==> src/iev_pkg.sv <==
// Purpose: Shared constants for the interrupt event slice (bits 22 to 6).
// Assumes: AXI4-Lite register access with 32-bit data and byte addresses.
// Notes:   Offsets and bit positions are used by the logic only by name.
`default_nettype none

package iev_pkg;

  // Register bus geometry.
  localparam int          ADDR_W      = 8;
  localparam int          DATA_W      = 32;
  localparam int          STRB_W      = DATA_W / 8;

  // Byte addresses of the event and mask set/clear ports.
  localparam logic [7:0]  EV_SET_OFF  = 8'h80;
  localparam logic [7:0]  EV_CLR_OFF  = 8'h84;
  localparam logic [7:0]  MSK_SET_OFF = 8'h88;
  localparam logic [7:0]  MSK_CLR_OFF = 8'h8C;

  // Event bit positions.
  localparam int          BIT_LOST    = 22;
  localparam int          BIT_SECS    = 21;
  localparam int          BIT_NEWC    = 20;
  localparam int          BIT_PHY     = 19;
  localparam int          BIT_ACC     = 18;
  localparam int          BIT_BUSI    = 17;
  localparam int          BIT_IDD     = 16;
  localparam int          BIT_IDS     = 15;
  localparam int          BIT_LOCK    = 9;
  localparam int          BIT_POST    = 8;
  localparam int          BIT_ISORX   = 7;
  localparam int          BIT_ISOTX   = 6;

  // Latched bits that software may set or clear.
  localparam logic [31:0] EV_LATCHED  = 32'h007F_8300;
  // Every bit this slice implements; all others read as zero.
  localparam logic [31:0] EV_IMPL     = 32'h007F_83C0;
  // Reset values of the event and mask registers.
  localparam logic [31:0] EV_RESET    = 32'h0000_0000;
  localparam logic [31:0] MSK_RESET   = 32'h0000_0000;

  // AXI response codes.
  localparam logic [1:0]  RESP_OKAY   = 2'h0;
  localparam logic [1:0]  RESP_SLVERR = 2'h2;

  // Lost-cycle tracker states, one-hot.
  typedef enum logic [3:0] {
    LC_IDLE  = 4'h1,
    LC_GAP   = 4'h2,
    LC_START = 4'h4,
    LC_SEEN  = 4'h8
  } iev_lc_t;

endpackage

`default_nettype wire

==> src/iev_event_ctrl.sv <==
// Purpose: Interrupt event register slice, bits 22 to 6, with its mask.
// Assumes: All event inputs are synchronous to mclk.
// Notes:   Reads of an event port return event AND mask.
// How it works
// - Missed cycle start between new cycles: lost.
// - Predict lost cycle from gaps after cycle.
// - Seconds bit seven change sets rollover.
// - Cycle count low bit toggle: new cycle.
// - PHY status interrupt request sets flag.
// - Access without PHY clock sets failure flag.
// - PHY bus reset entry sets init flag.
// - Self-ID stream done sets done flag.
// - Bus init set clears done flag.
// - Sticky done copy follows primary sets.
// - Bits 14 to 10 read zero.
// - Lock response without ack sets error.
// - Posted write bus error sets flag.
// - Receive summary: OR of event and mask.
// - Transmit summary: OR of event and mask.
// - Edge or set port sets; clear port clears.
// - Event read returns event AND mask.
//
// The register addresses and the AXI4-Lite interface to the registers are this design's own decisions.
`default_nettype none

module iev_event_ctrl #(
  parameter int NUM_RX = 4,  // Isochronous receive contexts.
  parameter int NUM_TX = 4   // Isochronous transmit contexts.
) (
  input  wire logic                       mclk,
  input  wire logic                       rst_n,
  // AXI4-Lite slave.
  input  wire logic                       awvalid,
  output var  logic                       awready,
  input  wire logic [iev_pkg::ADDR_W-1:0] awaddr,
  input  wire logic                       wvalid,
  output var  logic                       wready,
  input  wire logic [iev_pkg::DATA_W-1:0] wdata,
  input  wire logic [iev_pkg::STRB_W-1:0] wstrb,
  output var  logic                       bvalid,
  input  wire logic                       bready,
  output var  logic [1:0]                 bresp,
  input  wire logic                       arvalid,
  output var  logic                       arready,
  input  wire logic [iev_pkg::ADDR_W-1:0] araddr,
  output var  logic                       rvalid,
  input  wire logic                       rready,
  output var  logic [iev_pkg::DATA_W-1:0] rdata,
  output var  logic [1:0]                 rresp,
  // Event sources from the link core and PHY.
  input  wire logic                       cycleCountLsb,
  input  wire logic                       cycleSecondsBit7,
  input  wire logic                       cycleStartSeen,
  input  wire logic                       subactionGap,
  input  wire logic                       arbResetGap,
  input  wire logic                       phyStatusIrq,
  input  wire logic                       phyClkPresent,
  input  wire logic                       busResetState,
  input  wire logic                       selfIdStreamDone,
  input  wire logic                       lockAckMissing,
  input  wire logic                       postedWriteBusErr,
  // Per-context isochronous event and mask bits.
  input  wire logic [NUM_RX-1:0]          isoRxEvent,
  input  wire logic [NUM_RX-1:0]          isoRxMask,
  input  wire logic [NUM_TX-1:0]          isoTxEvent,
  input  wire logic [NUM_TX-1:0]          isoTxMask,
  // Level interrupt, high while an unmasked event is set.
  output var  logic                       irq
);
  import iev_pkg::*;

  // Refuse context counts that the register cannot describe.
  if (NUM_RX < 1 || NUM_RX > 32 || NUM_TX < 1 || NUM_TX > 32) begin : g_bad_cfg
    $error("NUM_RX and NUM_TX must lie between 1 and 32.");
  end

  // The whole state of the block in one word.
  typedef struct packed {
    logic [31:0]        ev;       // Latched event bits.
    logic [31:0]        mask;     // Interrupt mask.
    logic [4:0]         srcPrev;  // Previous source levels.
    logic               cntPrev;  // Previous cycle count low bit.
    logic               secPrev;  // Previous seconds bit seven.
    iev_lc_t            lc;       // Lost-cycle tracker.
    logic               awHeld;   // Write address captured.
    logic               wHeld;    // Write data captured.
    logic [ADDR_W-1:0]  awAddr;
    logic [DATA_W-1:0]  wData;
    logic [STRB_W-1:0]  wStrb;
    logic               awready;
    logic               wready;
    logic               bvalid;
    logic [1:0]         bresp;
    logic               arready;
    logic               rvalid;
    logic [DATA_W-1:0]  rdata;
    logic [1:0]         rresp;
    logic               irq;
  } iev_state_t;

  // Reset image; the bus is ready to accept from the first edge.
  localparam iev_state_t ST_RESET = '{
    ev: EV_RESET, mask: MSK_RESET, srcPrev: 5'h0, cntPrev: 1'b0,
    secPrev: 1'b0, lc: LC_IDLE, awHeld: 1'b0, wHeld: 1'b0,
    awAddr: '0, wData: '0, wStrb: '0, awready: 1'b1, wready: 1'b1,
    bvalid: 1'b0, bresp: RESP_OKAY, arready: 1'b1, rvalid: 1'b0,
    rdata: '0, rresp: RESP_OKAY, irq: 1'b0};

  iev_state_t        st_reg;     // Registered state.
  iev_state_t        st_next;    // Next state.
  logic [4:0]        srcNow;     // Edge-detected sources, current.
  logic [4:0]        rise;       // Asserting edges this cycle.
  logic              newCycle;   // Cycle count low bit toggled.
  logic              lostNow;    // Lost cycle seen or predicted.
  logic [31:0]       hwSet;      // Hardware set requests.
  logic [31:0]       swSet;      // Software set requests.
  logic [31:0]       swClr;      // Software clear requests.
  logic [31:0]       setAll;     // Combined sets.
  logic [31:0]       summary;    // Unlatched isochronous bits.
  logic [31:0]       wrBits;     // Write data under byte strobes.
  logic              doWrite;    // Captured write is performed.
  logic              rdTaken;    // Read address taken.

  // Expand byte strobes into a bit mask.
  function automatic logic [DATA_W-1:0] strbBits(input logic [STRB_W-1:0] s);
    logic [DATA_W-1:0] m;
    m = '0;
    for (int i = 0; i < STRB_W; i++) begin
      m[i*8 +: 8] = {8{s[i]}};
    end
    return m;
  endfunction

  // Full event view: latched bits plus summaries, limited to this slice.
  function automatic logic [31:0] evView(input logic [31:0] ev,
                                         input logic [31:0] sum);
    return (ev | sum) & EV_IMPL;
  endfunction

  // Next-state logic.
  always_comb begin
    st_next = st_reg;
    hwSet   = '0;
    swSet   = '0;
    swClr   = '0;
    lostNow = 1'b0;
    wrBits  = st_reg.wData & strbBits(st_reg.wStrb);

    srcNow = {phyStatusIrq, busResetState, selfIdStreamDone,
              lockAckMissing, postedWriteBusErr};
    rise   = srcNow & ~st_reg.srcPrev;
    st_next.srcPrev = srcNow;

    newCycle = cycleCountLsb ^ st_reg.cntPrev;
    st_next.cntPrev = cycleCountLsb;
    hwSet[BIT_NEWC] = newCycle;

    hwSet[BIT_SECS] = cycleSecondsBit7 ^ st_reg.secPrev;
    st_next.secPrev = cycleSecondsBit7;

    // Lost-cycle tracker. A prediction returns to idle, or to gap if a new
    // cycle comes with it, so that the following new cycle does not report the same loss twice.
    unique case (st_reg.lc)
      LC_IDLE: begin
        if (newCycle) begin
          st_next.lc = LC_GAP;
        end
      end
      LC_GAP: begin
        if (newCycle) begin
          lostNow = 1'b1;
        end else if (cycleStartSeen) begin
          st_next.lc = LC_SEEN;
        end else if (arbResetGap) begin
          lostNow    = 1'b1;
          st_next.lc = LC_IDLE;
        end else if (subactionGap) begin
          st_next.lc = LC_START;
        end
      end
      LC_START: begin
        if (cycleStartSeen) begin
          st_next.lc = LC_SEEN;
        end else begin
          lostNow    = 1'b1;
          st_next.lc = newCycle ? LC_GAP : LC_IDLE;
        end
      end
      LC_SEEN: begin
        if (newCycle) begin
          st_next.lc = LC_GAP;
        end
      end
      default: st_next.lc = LC_IDLE;  // Illegal code recovers to idle.
    endcase
    hwSet[BIT_LOST] = lostNow;

    hwSet[BIT_PHY]  = rise[4];
    hwSet[BIT_BUSI] = rise[3];
    hwSet[BIT_IDD]  = rise[2];
    hwSet[BIT_LOCK] = rise[1];
    hwSet[BIT_POST] = rise[0];

    summary = '0;
    summary[BIT_ISORX] = |(isoRxEvent & isoRxMask);
    summary[BIT_ISOTX] = |(isoTxEvent & isoTxMask);

    // Write channel: address and data are captured in either order.
    if (awvalid && st_reg.awready) begin
      st_next.awHeld = 1'b1;
      st_next.awAddr = awaddr;
    end
    if (wvalid && st_reg.wready) begin
      st_next.wHeld = 1'b1;
      st_next.wData = wdata;
      st_next.wStrb = wstrb;
    end
    doWrite = st_reg.awHeld && st_reg.wHeld && !st_reg.bvalid;
    if (st_reg.bvalid && bready) begin
      st_next.bvalid = 1'b0;
    end
    if (doWrite) begin
      st_next.awHeld = 1'b0;
      st_next.wHeld  = 1'b0;
      st_next.bvalid = 1'b1;
      st_next.bresp  = RESP_OKAY;
      unique case (st_reg.awAddr)
        EV_SET_OFF:  swSet = wrBits & EV_LATCHED;
        EV_CLR_OFF:  swClr = wrBits & EV_LATCHED;
        MSK_SET_OFF: st_next.mask = st_reg.mask | (wrBits & EV_IMPL);
        MSK_CLR_OFF: st_next.mask = st_reg.mask & ~(wrBits & EV_IMPL);
        default:     st_next.bresp = RESP_SLVERR;
      endcase
    end
    st_next.awready = !st_next.awHeld;
    st_next.wready  = !st_next.wHeld;

    // Read channel: one read at a time, answered on the next edge.
    rdTaken = arvalid && st_reg.arready;
    if (st_reg.rvalid && rready) begin
      st_next.rvalid  = 1'b0;
      st_next.arready = 1'b1;
    end
    if (rdTaken) begin
      st_next.arready = 1'b0;
      st_next.rvalid  = 1'b1;
      st_next.rresp   = RESP_OKAY;
      unique case (araddr)
        // event AND mask; reserved bits fall to zero.
        EV_SET_OFF, EV_CLR_OFF: begin
          st_next.rdata = evView(st_reg.ev, summary) & st_reg.mask;
        end
        MSK_SET_OFF, MSK_CLR_OFF: st_next.rdata = st_reg.mask;
        default: begin
          st_next.rdata = '0;
          st_next.rresp = RESP_SLVERR;
        end
      endcase
    end

    // access without PHY clock. The flag lands on the edge that
    // issues the answer, so the next access already sees it.
    hwSet[BIT_ACC] = (doWrite || rdTaken) && !phyClkPresent;

    setAll = hwSet | swSet;
    setAll[BIT_IDS] = setAll[BIT_IDS] | setAll[BIT_IDD];
    st_next.ev = ((st_reg.ev & ~swClr) | setAll) & EV_LATCHED;
    if (setAll[BIT_BUSI]) begin
      st_next.ev[BIT_IDD] = 1'b0;
    end

    // Interrupt level from the new event and mask values.
    st_next.irq = |(evView(st_next.ev, summary) & st_next.mask);
  end

  // State register.
  always_ff @(posedge mclk or negedge rst_n) begin
    if (!rst_n) begin
      st_reg <= ST_RESET;
    end else begin
      st_reg <= st_next;
    end
  end

  // Every output comes straight from the state register.
  assign awready = st_reg.awready;
  assign wready  = st_reg.wready;
  assign bvalid  = st_reg.bvalid;
  assign bresp   = st_reg.bresp;
  assign arready = st_reg.arready;
  assign rvalid  = st_reg.rvalid;
  assign rdata   = st_reg.rdata;
  assign rresp   = st_reg.rresp;
  assign irq     = st_reg.irq;
endmodule

`default_nettype wire

==> config.mk <==
export PLATFORM = sky130hd
export DESIGN_NAME = iev_event_ctrl
export DESIGN_NICKNAME = d
export VERILOG_FILES = /design/src/iev_pkg.sv /design/src/iev_event_ctrl.sv
export SDC_FILE = /design/constraint.sdc
export NUM_CORES = 1
export LEC_CHECK = 0
export ABC_AREA = 1
export BUFFER_PORTS_ARGS = -buffer_cell sky130_fd_sc_hd__buf_2
export CAP_MARGIN = 20
export CORE_MARGIN = 2
export CORE_UTILIZATION = 51
export DETAILED_ROUTE_END_ITERATION = 7
export PLACE_DENSITY_LB_ADDON = 0.08
export SLEW_MARGIN = 40
export SYNTH_ARGS = -nofsm -noshare
export SYNTH_HDL_FRONTEND = slang
export SYNTH_SLANG_ARGS = --single-unit
==> constraint.sdc <==
create_clock -name mclk -period 1.63 [get_ports mclk]
set_input_delay 0.0815 -clock mclk [delete_from_list [all_inputs] [get_ports mclk]]
set_output_delay 0.0815 -clock mclk [all_outputs]
set_load 0.02 [all_outputs]
After elaboration in Yosys (flattened, before gate mapping)
Index checks and enable logic that the tools add are counted.
{ "word_totals": {"word_cells": 108, "out_inout_bits": 42, "input_bits": 86, "register_bits": 131} }
{ "op_classes": {"n_reduce_logical": 24, "bitwise": 19, "mux": 30, "eq_ne": 15} }
{ "ops": {"columns": ["op", "n"], "rows": [
  ["one-hot mux 32 bit (2 select lines)", 2],
  ["two-way mux 23 bit", 4],
  ["bitwise AND 23 x 32 -> 32 bit", 2],
  ["== test 8 bit (second input constant)", 8],
  ["bitwise AND 23 bit", 2],
  ["bitwise OR 23 bit", 2],
  ["bitwise OR 23 x 8 -> 23 bit", 2],
  ["two-way mux 36 bit", 1],
  ["bitwise AND 32 bit", 1],
  ["two-way mux 32 bit", 1],
  ["NOT 23 -> 32 bit", 1],
  ["bitwise OR 32 x 23 -> 32 bit", 1],
  ["OR reduction 32 bit", 1],
  ["two-way mux 4 bit", 6],
  ["NOT 23 bit", 1],
  ["OR reduction 4 bit", 4],
  ["one-hot mux 4 bit (3 select lines)", 1],
  ["two-way mux 2 bit", 5],
  ["bitwise AND 4 bit", 2],
  ["logical AND 1 bit", 8],
  ["two-way mux 1 bit", 8],
  ["OR reduction 2 bit", 3],
  ["bitwise AND 5 bit", 1],
  ["NOT 5 bit", 1],
  ["15 further kinds", 20]
]} }

Logic depth before layout (Yosys ltp)
{ "logic_depth": {"ltp_word": 11, "ltp_mapped": 12, "mapped_depth_nobuf": 11} }

Least setup slack after synthesis
Ideal clock, no wire load.
{ "synth_timing": {"kind": "register to register", "start": "register st_reg, in the netlist bvalid", "end": "register st_reg, in the netlist irq", "path_slack_ns": 0.152, "stages_incl_launch_ff": 12, "required_time_ns": 1.505, "t_arrival_ns": 1.353, "synth_period_minus_slack_ns": 1.478, "n_path_buf": 1, "setup_time_ns": 0.125, "path_cell_list": "dfrtp_1 -> inv_2 -> nand3_2 -> buf_6 -> nor3_2 -> nand2_1 -> nand2_1 -> nand2_2 -> nand2_1 -> nand2_1 -> nor2_1 -> nand3_1"} }
{ "synth_rtl": {"columns": ["element", "line_no", "rtl"], "rows": [
  ["from (decl)", "iev_event_ctrl.sv:109", "iev_state_t st_reg;"],
  ["from (signal assigned)", "iev_event_ctrl.sv:281", "st_reg <= st_next;"]
]} }

==> impl_metrics.py <==
metrics = {
    "logic_synthesis": {
        "synth_edf_count": 0,
        "avgSynthCellArea_um2": 8.10,
        "ys_seq_area_frac": 0.497,
        "synthTopCellsByArea": "dfrtp_1, nand2_1, buf_4, inv_1, o21ai_0",
        "yosysMostFrequentCell": "nand2_1",
        "synth_top_area_frac": 0.471,
        "ys_top_cells_by_count": "nand2_1, dfrtp_1, inv_1",
        "synth_cell_types": 32,
        "syn_area_um2": 3940,
        "postSynthCellCount": 486,
        "yosys.area.top_type": "dfrtp_1",
        "synth-seq-cells": 78,
        "ys_async_sr_fraction": 1.00,
        "yosysWarnings": 0,
        "synth_flop_cell": "dfrtp_1",
    },
    "critical_path": {
        "r2r_slack_ns": 0.03,
        "critPathTopFamily": "simple AND/OR/NAND/NOR gates",
        "critical_path.startpoint": "st_reg[82]",
        "end_kind": "flip-flop",
        "crit_arrival_ns": 1.83,
        "r2r_cells": 12,
        "worstReg2RegEnd": "irq",
        "path_common_cell": "nand2_1",
        "crit_buf_inv": 3,
        "worstPathCellList": "inv_1 -> nand2_1 -> nor2_1 -> buf_4 -> buf_4 -> nand3_1 -> nand2_1 -> nand3_1 -> nand2_1 -> nand2_1 -> nor2_1 -> nand3_1",
        "critPathKind": "flip-flop to flip-flop",
        "slowest_stage": "dfrtp_1",
        "start_kind": "flip-flop",
        "max_stage_delay_ns": 0.40,
        "r2r-start": "st_reg[82]",
        "cp_max_fo": 4,
        "required_ns": 1.86,
    },
    "cells_and_area": {
        "largest_reg_flops": 58,
        "diodes": 0,
        "final_util": 0.654,
        "final_nets": 689,
        "area_growth_pct": 26.5,
        "stdcell_area_um2": 4980,
        "drive_gt1_frac": 0.260,
    },
    "die": {
        "top_level_ports": 128,
        "core-area_um2": 7610,
        "die_w_um": 91.8,
        "initial_core_util": 0.517,
        "die_area_um2": 8430,
        "die_h_um": 91.8,
        "num_rows": 32,
    },
    "min_path": {
        "hold_path_class": "input port to flip-flop",
        "hold_path_startpoint": "cycleStartSeen",
        "worstHoldPathCells": 3,
        "min_to": "st_reg[90]",
    },
    "drt": {
        "first_pass_iters": 4,
        "antenna_left": 0,
        "wire_per_inst_um": 12.0,
        "drc": 0,
        "routed_via_density": 4.66,
        "vias": 3312,
        "drt_iter0_drc": 199,
        "wl_um": 8520,
    },
    "placement": {
        "dpl.hpwl_um": 5930,
        "gp_congestion": 0.805,
        "port_buffers": 83,
        "placed_cell_area_um2": 4370,
    },
    "pwr": {
        "max-vdd-ir-drop_mv": 1.02,
        "p_per_area_nw_per_um2": 1330,
        "p_leak_nw": 2.58,
    },
    "outcome": {
        "status": "completed",
    },
    "sta": {
        "finClkSkew_ns": 0.0101,
        "setup_viol": 0,
        "setup_tns_ns": 0,
        "max_freq_mhz": 624,
        "period_needed_ns": 1.60,
        "period_share": 0.983,
        "slew_violations": 0,
        "hold_viol": 0,
        "grt_setup_unrepaired": "true",
    },
    "clocking": {
        "cts_setup_buffers": 0,
        "htree_levels": 3,
        "cts_buffer_depth": 2,
        "clk_latency_ns": 0.35,
        "clkSinkCount": 78,
        "cts_tree": "done",
        "root_buffer": "clkbuf_8",
        "clk_transition_reported_paths_ns": 0.08,
        "cts_inserted_buffers": 9,
    },
    "job": {
        "maxCapViolations": 0,
    },
    "global_route": {
        "grt_overflow": 0,
        "grt_max_degree": 54,
        "grt_pass1_vias": 3243,
        "globalRouteTotalUtil": 0.218,
        "antenna_found_initial": 0,
        "grt_pass1_wl_um": 14600,
    },
}
where the power goes:
part           total (W)  internal [W]  switching [W]
clock network    0.00162      0.000942       0.000675
registers        0.00282       0.00245       0.000367
logic            0.00221      0.000825        0.00138
worst max-delay path by stage:
stage	endpoint	slack [ns]	cells past startpoint
detailed placement	irq	0.05	11
global route	irq	-0.11	11
global placement	irq	0.07	11
CTS	irq	0.03	11
finish	irq	0.03	12
floorplan	irq	0.15	11
placed cells by master, fill, tap and decap left out, drive strengths merged, types with 5 or more instances in the layout:
cell type    netlist  routed
dlygate4sd3        0      33
inv               47      47
nor3               5       5
clkbuf             6      12
nand2            186     186
nand3             20      20
o211ai            10      10
conb               1      22
nor2              39      39
buf               41      99
dfrtp             74      74
a21oi              5       5
o21ai             35      35
worst min-delay path, cell delays in order:
cell	delay, ns
buf_2	0.09
nor3_1	0.05
nor3b_1	0.13
layout make-up:
class / instances / area [um^2]
clock inverters: 4 / 70.1
multi-input cells: 335 / 1600
inverters: 47 / 176
repair buffers: 132 / 893
well taps: 102 / 128
fillers: 682 / 2630
clock buffers: 12 / 155
flip-flops and latches: 78 / 1960
kinds of logic (layout without fill, tap and decap cells):
group                     Yosys count  after routing  synth area share
DFF                                78             78             0.497
xor gates and xnor gates            1              1           0.00223
other                               1             22          0.000953
buffers and inverters              94            195             0.129
and+or+nand+nor                   257            257             0.290
AOI/OAI and AO/OA                  55             55            0.0801
routing by layer:
| layer | global-route usage | wire (um) |
|---|---|---|
| met1 | 0.293 | 3980 |
| met3 | 0.0468 | 403 |
| met5 | 0 | 0 |
| met2 | 0.358 | 4030 |
| met4 | 0.0634 | 102 |
what timing repair did:
action / in CTS / in global routing
hold buffers: 33 / 0
endpoints found under the setup margin: 0 / 4
gates resized for setup: 0 / 15
endpoints found under the hold margin: 58 / 0
stage by stage:
| step | worst slack (ns) | instances | power [W] | hold slack (ns) |
|---|---|---|---|---|
| 2_1_floorplan | 0.152 | 507 | 0.00427 | -0.214 |
| 3_3_place_gp | 0.0699 | 661 | 0.00484 | 0.0158 |
| 3_5_place_dp | 0.0500 | 661 | 0.00490 | 0.0157 |
| 4_1_cts | 0.0255 | 710 | 0.00660 | 0.0116 |
| 5_1_grt | -0.105 | 710 | 0.00713 | 0.0169 |
| 6_report | 0.0279 | 710 | 0.00664 | 0.0339 |
No activity file was read; power rests on OpenSTA's default activity.
